--- src/exec_pkg.sv ---
// constants, encodings and carriers shared by the execute block
// assumes a single 20 MHz clock; one clock per instruction phase
//
// Notes on behaviour
// RQ1 - add-with-carry sums accumulator, carry and file byte; opcode 0010 00da
// RQ2 - add-with-carry updates sign, signed wrap, carry, half carry, zero
// RQ3 - destination bit one writes the file byte, zero the accumulator
// RQ4 - bank bit zero uses the access bank, one uses the bank select register
// RQ5 - extended set, bank bit zero, file address <= 5Fh: indexed literal offset
// RQ6 - and-immediate ANDs accumulator with literal into accumulator; 0000 1011
// RQ7 - and-with-file ANDs accumulator with file byte to destination; 0001 01da
// RQ8 - both AND forms change only sign and zero flags
// RQ9 - branch on carry set (1110 0010) jumps only when carry is one
// RQ10 - branch on sign set (1110 0110) jumps only when sign flag is one
// RQ11 - taken branch target is instruction address plus two plus twice offset
// RQ12 - branch takes one cycle untaken, two taken; second cycle does nothing
// RQ13 - clear-file-bit forces bit b (0..7) of file byte to zero; 1001 bbba
// RQ14 - branches and clear-file-bit leave all status flags unchanged
// RQ15 - each cycle runs decode, operand read, process, write in four phases
package exec_pkg;

    // register port byte offsets
    localparam logic [7:0] OFS_ACC = 8'h00;
    localparam logic [7:0] OFS_BANK = 8'h04;
    localparam logic [7:0] OFS_STATUS = 8'h08;
    localparam logic [7:0] OFS_PC = 8'h0C;
    localparam logic [7:0] OFS_CTRL = 8'h10;
    localparam logic [7:0] OFS_INDEX = 8'h14;
    localparam logic [7:0] OFS_STATE = 8'h18;

    // reset values
    localparam logic [7:0] ACC_RST = 8'h00;
    localparam logic [3:0] BANK_RST = 4'h0;
    localparam logic [4:0] STATUS_RST = 5'h00;
    localparam logic [20:0] PC_RST = 21'h00_0000;
    localparam logic [11:0] INDEX_RST = 12'h000;

    // status bit positions
    localparam int FLAG_C = 0;
    localparam int FLAG_HALF = 1;
    localparam int FLAG_Z = 2;
    localparam int FLAG_WRAP = 3;
    localparam int FLAG_N = 4;

    // control register bit
    localparam int CTRL_EXT = 0;

    // opcode patterns
    localparam logic [5:0] OP_ADDC_FILE = 6'h08;
    localparam logic [7:0] OP_AND_IMM = 8'h0B;
    localparam logic [5:0] OP_AND_FILE = 6'h05;
    localparam logic [7:0] OP_BR_CARRY = 8'hE2;
    localparam logic [7:0] OP_BR_SIGN = 8'hE6;
    localparam logic [3:0] OP_CLR_BIT = 4'h9;

    // addressing
    localparam logic [7:0] INDEX_LIMIT = 8'h5F;
    localparam logic [7:0] ACCESS_SPLIT = 8'h60;
    localparam logic [3:0] SFR_BANK = 4'hF;
    localparam logic [20:0] PC_STEP = 21'h00_0002;

    typedef enum logic [2:0] {
        PH_DECODE = 3'b000,
        PH_READ = 3'b001,
        PH_PROCESS = 3'b010,
        PH_WRITE = 3'b011,
        PH_IDLE = 3'b100
    } phase_t;

    typedef enum logic [2:0] {
        OPK_NONE = 3'b000,
        OPK_ADDC = 3'b001,
        OPK_ANDI = 3'b010,
        OPK_ANDF = 3'b011,
        OPK_BRANCH = 3'b100,
        OPK_CLRBIT = 3'b101
    } op_kind_t;

    typedef struct packed {
        logic [11:0] addr;
        logic rd;
        logic wr;
        logic [7:0] wdata;
    } dmem_req_t;

endpackage

--- src/alu_branch_bitclear_exec.sv ---
// execute unit for add-with-carry, AND, carry/sign branches and bit clear
// assumes instruction words arrive on instr when instr_ready is high, and
// data memory answers a read strobe with dmem_rdata in the next cycle
`timescale 1ns/100ps
`default_nettype none

module alu_branch_bitclear_exec
    import exec_pkg::*;
#(
    parameter int ADDR_W = 12,
    parameter int PC_W = 21
) (
    input wire logic clock,
    input wire logic reset_n,
    input wire logic [15:0] instr,
    input wire logic instr_valid,
    output logic instr_ready,
    output logic [PC_W-1:0] prog_addr,
    output dmem_req_t dmem_req,
    input wire logic [7:0] dmem_rdata,
    input wire logic [7:0] reg_addr,
    input wire logic [31:0] reg_wdata,
    input wire logic reg_wr,
    input wire logic reg_rd,
    output logic [31:0] reg_rdata,
    output logic unknown_op
);

    // elaboration stops on widths that the datapath cannot serve
    if (ADDR_W != 12 || PC_W < 9 || PC_W > 21) begin : g_bad_width
        $error("exec: ADDR_W must be 12 and PC_W 9..21");
    end

    // architectural state
    logic [7:0] acc_r, acc_nxt;
    logic [3:0] bank_r, bank_nxt;
    logic [4:0] status_r, status_nxt;
    logic [PC_W-1:0] pc_r, pc_nxt;
    logic ext_r, ext_nxt;
    logic [11:0] index_r, index_nxt;

    // pipeline state
    phase_t phase_r, phase_nxt;
    logic nop_r, nop_nxt;
    logic [15:0] ir_r, ir_nxt;
    op_kind_t kind_r, kind_nxt;
    logic [PC_W-1:0] here_r, here_nxt;
    logic [7:0] res_r, res_nxt;
    logic [4:0] flags_r, flags_nxt;
    logic take_r, take_nxt;

    // outputs
    logic ready_r, ready_nxt;
    dmem_req_t dreq_r, dreq_nxt;
    logic [31:0] rdata_r, rdata_nxt;
    logic unk_r, unk_nxt;

    // combinational decode of the incoming word
    op_kind_t dec_kind;
    logic [11:0] dec_addr;
    logic [7:0] f_field;

    always_comb begin
        f_field = instr[7:0];
        if (instr[15:10] == OP_ADDC_FILE) begin
            dec_kind = OPK_ADDC; // RQ1
        end else if (instr[15:8] == OP_AND_IMM) begin
            dec_kind = OPK_ANDI; // RQ6
        end else if (instr[15:10] == OP_AND_FILE) begin
            dec_kind = OPK_ANDF; // RQ7
        end else if (instr[15:8] == OP_BR_CARRY ||
                     instr[15:8] == OP_BR_SIGN) begin
            dec_kind = OPK_BRANCH; // RQ9 RQ10
        end else if (instr[15:12] == OP_CLR_BIT) begin
            dec_kind = OPK_CLRBIT; // RQ13
        end else begin
            dec_kind = OPK_NONE;
        end
        // bank bit sits at bit 8 for every file form here
        // indexed offsets wrap inside the 12-bit space, no bank consulted
        if (instr[8]) begin
            dec_addr = {bank_r, f_field}; // RQ4
        end else if (ext_r && f_field <= INDEX_LIMIT) begin
            dec_addr = index_r + {4'h0, f_field}; // RQ5
        end else if (f_field < ACCESS_SPLIT) begin
            dec_addr = {4'h0, f_field}; // RQ4
        end else begin
            dec_addr = {SFR_BANK, f_field}; // RQ4
        end
    end

    // arithmetic for the process and write phases
    logic [8:0] sum9;
    logic [4:0] half5;
    logic [7:0] and_src;
    logic [7:0] clr_mask;
    logic [PC_W-1:0] offset2;

    always_comb begin
        sum9 = {1'b0, acc_r} + {1'b0, dmem_rdata}
            + {8'h00, status_r[FLAG_C]}; // RQ1
        // half carry is the carry out of the low nibble
        half5 = {1'b0, acc_r[3:0]} + {1'b0, dmem_rdata[3:0]}
            + {4'h0, status_r[FLAG_C]};
        and_src = (kind_r == OPK_ANDI) ? ir_r[7:0] : dmem_rdata;
        clr_mask = ~(8'h01 << ir_r[11:9]); // RQ13
        // sign-extended offset, doubled
        offset2 = PC_W'({{(PC_W - 8){ir_r[7]}}, ir_r[7:0]} << 1); // RQ11
    end

    // sequencer and datapath
    always_comb begin
        phase_nxt = phase_r;
        nop_nxt = nop_r;
        ir_nxt = ir_r;
        kind_nxt = kind_r;
        here_nxt = here_r;
        res_nxt = res_r;
        flags_nxt = flags_r;
        take_nxt = take_r;
        acc_nxt = acc_r;
        bank_nxt = bank_r;
        status_nxt = status_r;
        pc_nxt = pc_r;
        ext_nxt = ext_r;
        index_nxt = index_r;
        dreq_nxt = dreq_r;
        dreq_nxt.rd = 1'b0;
        dreq_nxt.wr = 1'b0;
        unk_nxt = 1'b0;

        // software writes; the core's own write-back below overrides them
        if (reg_wr) begin
            unique case (reg_addr)
                OFS_ACC: acc_nxt = reg_wdata[7:0];
                OFS_BANK: bank_nxt = reg_wdata[3:0];
                OFS_STATUS: status_nxt = reg_wdata[4:0];
                OFS_PC: pc_nxt = reg_wdata[PC_W-1:0];
                OFS_CTRL: ext_nxt = reg_wdata[CTRL_EXT];
                OFS_INDEX: index_nxt = reg_wdata[11:0];
                default: ;
            endcase
        end

        unique case (phase_r)
            PH_IDLE: begin
                phase_nxt = PH_DECODE;
            end
            PH_DECODE: begin
                // the no-op cycle after a taken branch refuses new words
                if (nop_r) begin
                    phase_nxt = PH_READ; // RQ12
                end else if (instr_valid) begin
                    ir_nxt = instr;
                    kind_nxt = dec_kind;
                    here_nxt = pc_r;
                    pc_nxt = pc_r + PC_W'(PC_STEP);
                    unk_nxt = (dec_kind == OPK_NONE);
                    dreq_nxt.addr = dec_addr;
                    dreq_nxt.rd = (dec_kind == OPK_ADDC) ||
                        (dec_kind == OPK_ANDF) ||
                        (dec_kind == OPK_CLRBIT); // RQ15
                    phase_nxt = PH_READ;
                end
            end
            PH_READ: begin
                phase_nxt = PH_PROCESS;
            end
            PH_PROCESS: begin
                phase_nxt = PH_WRITE;
                // flags start from status so untouched bits keep their value
                flags_nxt = status_r;
                take_nxt = 1'b0;
                if (!nop_r) begin
                    unique case (kind_r)
                        OPK_ADDC: begin
                            res_nxt = sum9[7:0];
                            flags_nxt[FLAG_C] = sum9[8]; // RQ2
                            flags_nxt[FLAG_HALF] = half5[4];
                            flags_nxt[FLAG_Z] = (sum9[7:0] == 8'h00);
                            flags_nxt[FLAG_N] = sum9[7];
                            flags_nxt[FLAG_WRAP] =
                                (acc_r[7] == dmem_rdata[7]) &&
                                (sum9[7] != acc_r[7]);
                        end
                        OPK_ANDI, OPK_ANDF: begin
                            res_nxt = acc_r & and_src; // RQ6 RQ7
                            flags_nxt[FLAG_Z] =
                                ((acc_r & and_src) == 8'h00); // RQ8
                            flags_nxt[FLAG_N] = acc_r[7] & and_src[7];
                        end
                        OPK_BRANCH: begin
                            // bit 10 picks the sign test over carry
                            take_nxt = ir_r[10] ? status_r[FLAG_N]
                                : status_r[FLAG_C]; // RQ9 RQ10
                        end
                        OPK_CLRBIT: begin
                            res_nxt = dmem_rdata & clr_mask; // RQ13
                        end
                        OPK_NONE: ;
                    endcase
                    // write strobe lands in the last phase
                    if (kind_r == OPK_CLRBIT ||
                        ((kind_r == OPK_ADDC || kind_r == OPK_ANDF) &&
                         ir_r[9])) begin
                        dreq_nxt.wr = 1'b1; // RQ3 RQ15
                        dreq_nxt.wdata = (kind_r == OPK_CLRBIT)
                            ? (dmem_rdata & clr_mask)
                            : ((kind_r == OPK_ADDC) ? sum9[7:0]
                                : (acc_r & dmem_rdata));
                    end
                end
            end
            PH_WRITE: begin
                phase_nxt = PH_DECODE;
                if (nop_r) begin
                    nop_nxt = 1'b0; // RQ12
                end else begin
                    unique case (kind_r)
                        OPK_ADDC, OPK_ANDF: begin
                            if (!ir_r[9]) begin
                                acc_nxt = res_r; // RQ3
                            end
                            status_nxt = flags_r; // RQ2 RQ8
                        end
                        OPK_ANDI: begin
                            acc_nxt = res_r; // RQ6
                            status_nxt = flags_r; // RQ8
                        end
                        OPK_BRANCH: begin
                            // status untouched here and for bit clear
                            if (take_r) begin
                                pc_nxt = here_r + PC_W'(PC_STEP)
                                    + offset2; // RQ11 RQ14
                                nop_nxt = 1'b1; // RQ12
                            end
                        end
                        OPK_CLRBIT, OPK_NONE: ; // RQ14
                    endcase
                end
            end
            default: begin
                phase_nxt = PH_IDLE;
            end
        endcase
    end

    // outputs and register read port
    always_comb begin
        // ready looks one edge ahead so the registered pin is in step
        ready_nxt = (phase_nxt == PH_DECODE) && !nop_nxt;
        // read data stand for one cycle, then return to zero
        rdata_nxt = 32'h0000_0000;
        if (reg_rd) begin
            unique case (reg_addr)
                OFS_ACC: rdata_nxt = {24'h00_0000, acc_r};
                OFS_BANK: rdata_nxt = {28'h000_0000, bank_r};
                OFS_STATUS: rdata_nxt = {27'h000_0000, status_r};
                OFS_PC: rdata_nxt = 32'(pc_r);
                OFS_CTRL: rdata_nxt = {31'h0000_0000, ext_r};
                OFS_INDEX: rdata_nxt = {20'h0_0000, index_r};
                OFS_STATE: rdata_nxt = {25'h000_0000, kind_r, nop_r,
                    phase_r};
                default: rdata_nxt = 32'h0000_0000;
            endcase
        end
    end

    // architectural registers
    always_ff @(posedge clock or negedge reset_n) begin
        if (!reset_n) begin
            acc_r <= ACC_RST;
            bank_r <= BANK_RST;
            status_r <= STATUS_RST;
            pc_r <= PC_W'(PC_RST);
            ext_r <= 1'b0;
            index_r <= INDEX_RST;
        end else begin
            acc_r <= acc_nxt;
            bank_r <= bank_nxt;
            status_r <= status_nxt;
            pc_r <= pc_nxt;
            ext_r <= ext_nxt;
            index_r <= index_nxt;
        end
    end

    // sequencer registers
    always_ff @(posedge clock or negedge reset_n) begin
        if (!reset_n) begin
            phase_r <= PH_IDLE;
            nop_r <= 1'b0;
            ir_r <= 16'h0000;
            kind_r <= OPK_NONE;
            here_r <= '0;
            res_r <= 8'h00;
            flags_r <= STATUS_RST;
            take_r <= 1'b0;
        end else begin
            phase_r <= phase_nxt;
            nop_r <= nop_nxt;
            ir_r <= ir_nxt;
            kind_r <= kind_nxt;
            here_r <= here_nxt;
            res_r <= res_nxt;
            flags_r <= flags_nxt;
            take_r <= take_nxt;
        end
    end

    // instruction port and data memory outputs
    always_ff @(posedge clock or negedge reset_n) begin
        if (!reset_n) begin
            ready_r <= 1'b0;
            dreq_r <= '0;
            unk_r <= 1'b0;
        end else begin
            ready_r <= ready_nxt;
            dreq_r <= dreq_nxt;
            unk_r <= unk_nxt;
        end
    end

    // register port read data
    always_ff @(posedge clock or negedge reset_n) begin
        if (!reset_n) begin
            rdata_r <= 32'h0000_0000;
        end else begin
            rdata_r <= rdata_nxt;
        end
    end

    assign instr_ready = ready_r;
    assign prog_addr = pc_r;
    assign dmem_req = dreq_r;
    assign reg_rdata = rdata_r;
    assign unknown_op = unk_r;

endmodule

`default_nettype wire

--- config.mk ---
export PLATFORM = sky130hd
export DESIGN_NAME = alu_branch_bitclear_exec
export DESIGN_NICKNAME = d
export VERILOG_FILES = /design/src/exec_pkg.sv /design/src/alu_branch_bitclear_exec.sv
export SDC_FILE = /design/constraint.sdc
export NUM_CORES = 1
export LEC_CHECK = 0
export BUFFER_PORTS_ARGS = -buffer_cell sky130_fd_sc_hd__buf_2
export CAP_MARGIN = 10
export CORE_ASPECT_RATIO = 1.5
export CORE_MARGIN = 2
export CORE_UTILIZATION = 35
export CTS_BUF_LIST = sky130_fd_sc_hd__clkbuf_16
export DETAILED_ROUTE_END_ITERATION = 10
export GPL_TIMING_DRIVEN = 1
export SETUP_SLACK_MARGIN = 0.2
export SYNTH_ARGS = -nofsm -noshare
export SYNTH_HDL_FRONTEND = slang
export SYNTH_SLANG_ARGS = --single-unit
--- constraint.sdc ---
create_clock -name clock -period 3.38 [get_ports clock]
set_input_delay 0.338 -clock clock [delete_from_list [all_inputs] [get_ports clock]]
set_output_delay 0.338 -clock clock [all_outputs]
set_load 0.03 [all_outputs]
==> impl_metrics.env <==
export IMPL_r2r_start="ir_r[6]$_DFFE_PN0P_"
export IMPL_layout_setup_ws_ps=414
export IMPL_tightest_slew_ps=787
export IMPL_critPathRequiredTime_ps=3690
export IMPL_clock_fmax_mhz=337
export IMPL_stdcell_area_um2=11200
export IMPL_async_flop_share=1.00
export IMPL_rsz0062_at_grt="no"
export IMPL_p_per_area_nw_per_um2=850
export IMPL_h_tree_depth=4
export IMPL_path_clk_slew_ps=70
export IMPL_fp_row_count=74
export IMPL_cp_start_kind="flop"
export IMPL_grt_pass1_vias=8613
export IMPL_peakVddDrop_v=0.000444
export IMPL_hold_viol=0
export IMPL_fin_nets=1307
export IMPL_antenna_found_initial=0
export IMPL_ys_ff_latch=149
export IMPL_synth_main_ff_cell="dfrtp_1"
export IMPL_p_leak_nw=5.33
export IMPL_setup_worst_path_class="flop to flop"
export IMPL_coreArea_um2=27000
export IMPL_syn_to_final_growth_pct=17.3
export IMPL_routed_wl_um=32100
export IMPL_critPathCaptureType="flop"
export IMPL_total_power_mw=9.54
export IMPL_hpwlAfterDp_um=24700
export IMPL_die_h_um=206
export IMPL_synth_top_cell_area_share=0.387
export IMPL_clkSinkCount=149
export IMPL_p_int_mw=5.14
export IMPL_place_ws_ps=430
export IMPL_routed_via_count=8687
export IMPL_outcome="completed"
export IMPL_layout_min_cycle_time_ps=2970
export IMPL_avgViaCountPerCell=5.66
export IMPL_dieArea_um2=28700
export IMPL_clkPwrFrac=0.206
export IMPL_ys_types=74
export IMPL_cts_buffers=17
export IMPL_synth_top_area_cell="dfrtp_1"
export IMPL_start_util=0.354
export IMPL_r2r_end="prog_addr[16]$_DFF_PN0_"
export IMPL_track_usage=0.226
export IMPL_maxCapViolations=0
export IMPL_cts_tree="yes"
export IMPL_grt_max_degree=82
export IMPL_drt_pass1_iterations=5
export IMPL_yosysSeqAreaShare=0.390
export IMPL_syn_avg_cell_area_um2=9.02
export IMPL_routedWlPerCell_um=20.9
export IMPL_worstPathArrival_ps=3270
export IMPL_yosys_warnings=0
export IMPL_antenna_left=0
export IMPL_numPortBuffers=123
export IMPL_die_x_um=139
export IMPL_drc_errors=0
export IMPL_max_slew_margin=0.476
export IMPL_hp_class="input pin to flop"
export IMPL_cts_root_buffer="clkbuf_16"
export IMPL_gp_congestion=0.919
export IMPL_grt_pass1_wl_um=49400
export IMPL_timing_final_crit_share=0.877
export IMPL_hold_slack_ps=130
export IMPL_drtIter0Drc=491
export IMPL_worstRegToRegCells=8
export IMPL_placed_area_um2=10600
export IMPL_syn_area_um2=9560
export IMPL_finClkSkew_ps=13.7
export IMPL_crit_path_max_fanout=4
export IMPL_clk_path_buf_depth=2
export IMPL_overflow=0
export IMPL_fillers=2732
export IMPL_cts_setup_buffers=0
export IMPL_boundaryPins=146
export IMPL_clk_latency_ps=440
export IMPL_seqCellArea_um2=3730
export IMPL_tns_ps=0
export IMPL_synth_edf_count=0
export IMPL_layout_drive_gt1_share=0.192
export IMPL_finalMaxSlewViolations=0
export IMPL_syn_inst=1060
export IMPL_finalSetupViolCount=0
export IMPL_power_share_switching=0.461
export IMPL_p_sw_mw=4.39
export IMPL_multi_input_area_um2=5520
export IMPL_p_seq_frac=0.316
export IMPL_synth_area_top_cells="dfrtp_1 (39%), ha_1 (7.1%), nand2_1 (6.9%)"
export IMPL_r2r_setup_slack_ps=410
export IMPL_power_share_combinational=0.478
export IMPL_endpoint="prog_addr[16]$_DFF_PN0_"
export IMPL_critPathLaunch="ir_r[6]$_DFFE_PN0P_"
[critical path: stages (launching register included)]
cell and delay (ps):
dfrtp_1 420, ha_1 310, ha_1 350, a21o_1 220, a211o_1 290, o221a_2 310, o41ai_2 480, xor2_1 330
o221ai_1 150
[power by group through the flow]
stage	sequential (mW)	clock [mW]	combinational, mW
finish	3.02	1.96	4.56
global placement	3.03	0	4.49
CTS	3.01	2.01	4.57
global route	3.08	2.09	5.07
detailed placement	3.03	0	4.56
floorplan	3.15	0	2.89
[registers in the layout (all words and copies together) (netlist names), 3 cells and up]
register and flops:
index_r 12, res_r 8, reg_rdata 21, bank_r 4, flags_r 5, phase_r 3
status_r 5, ir_r 11, here_r 21, dmem_req 22, kind_r 3, prog_addr 21
acc_r 8
[stage by stage]
stage          utilization  instances
2_1_floorplan            -       1070
3_3_place_gp         0.392       1502
3_5_place_dp         0.392       1502
4_1_cts              0.415       1535
5_1_grt              0.415       1535
6_report             0.415       1536
[per-layer routing]
metal | track usage | up-vias | share of wire
met5 | 0 | - | 0
met4 | 0.147 | 0 | 0.065
met3 | 0.0343 | 95 | 0.040
met2 | 0.398 | 295 | 0.51
met1 | 0.254 | 4208 | 0.38
li1 | - | 4089 | -
[synth_stat cells, types with 11 or more instances]
library cell / count
nand2_1: 175
dfrtp_1: 148
o21ai_0: 73
a21oi_1: 62
nor2_1: 60
ha_1: 54
clkbuf_1: 42
mux2i_1: 36
nand3_1: 33
and3_1: 24
mux2_2: 24
nor2b_1: 24
inv_1: 23
nor3_1: 17
xnor2_1: 16
xor2_1: 13
a21o_1: 12
a22oi_1: 12
buf_4: 11
nor4_1: 11
[kinds of logic (layout without fill, tap and decap cells)]
| logic type | Yosys count | in the layout | synth area share |
|---|---|---|---|
| simple gates | 412 | 412 | 0.211 |
| other cells | 1 | 12 | 0.000392 |
| mux | 65 | 65 | 0.0769 |
| compound gates | 261 | 261 | 0.178 |
| xor+xnor | 29 | 29 | 0.0266 |
| fa+ha+maj | 58 | 58 | 0.0790 |
| buf+inv | 85 | 208 | 0.0385 |
| flops | 149 | 149 | 0.390 |
[cell usage in the layout (no fill, tap or decap), types with 17 or more instances in the layout]
cell type / instances
nand3_1: 33
mux2_2: 24
buf_2: 122
buf_4: 29
ha_1: 54
o21ai_0: 73
nor2_1: 60
clkbuf_16: 17
inv_1: 23
nand2_1: 174
dfrtp_1: 148
and3_1: 24
a21oi_1: 62
nor2b_1: 24
mux2i_1: 36
nor3_1: 17
[worst min-delay path by stage]
| stage | startpoint | endpoint | slack [ps] | cells after the start |
|---|---|---|---|---|
| 6_report | reg_wdata[13] | prog_addr[13]$_DFF_PN0_ | 130 | 3 |
| 2_1_floorplan | reset_n | acc_r[0]$_DFF_PN0_ | 40 | 0 |
| 4_1_cts | reg_wdata[13] | prog_addr[13]$_DFF_PN0_ | 110 | 3 |
| 3_3_place_gp | reset_n | dmem_req[19]$_DFFE_PN0P_ | 450 | 1 |
| 5_1_grt | instr[9] | ir_r[9]$_DFFE_PN0P_ | 160 | 3 |
| 3_5_place_dp | reset_n | dmem_req[19]$_DFFE_PN0P_ | 450 | 1 |
[what timing repair did]
action,4_1_cts,5_1_grt
resized for setup,0,1
hold buffers,1,0
endpoints found under the setup margin,0,1
endpoints found under the hold margin,72,0
[layout make-up]
type                       instances  area share
clock buffer                      17      0.0379
clock inverter                    15      0.0157
antenna                            1    0.000223
sequential                       149       0.332
timing repair buffer             153      0.0757
inverter                          23     0.00770
tap                              342      0.0381
multi-input combinational        836       0.492
Power figures use the tool's default switching activity.
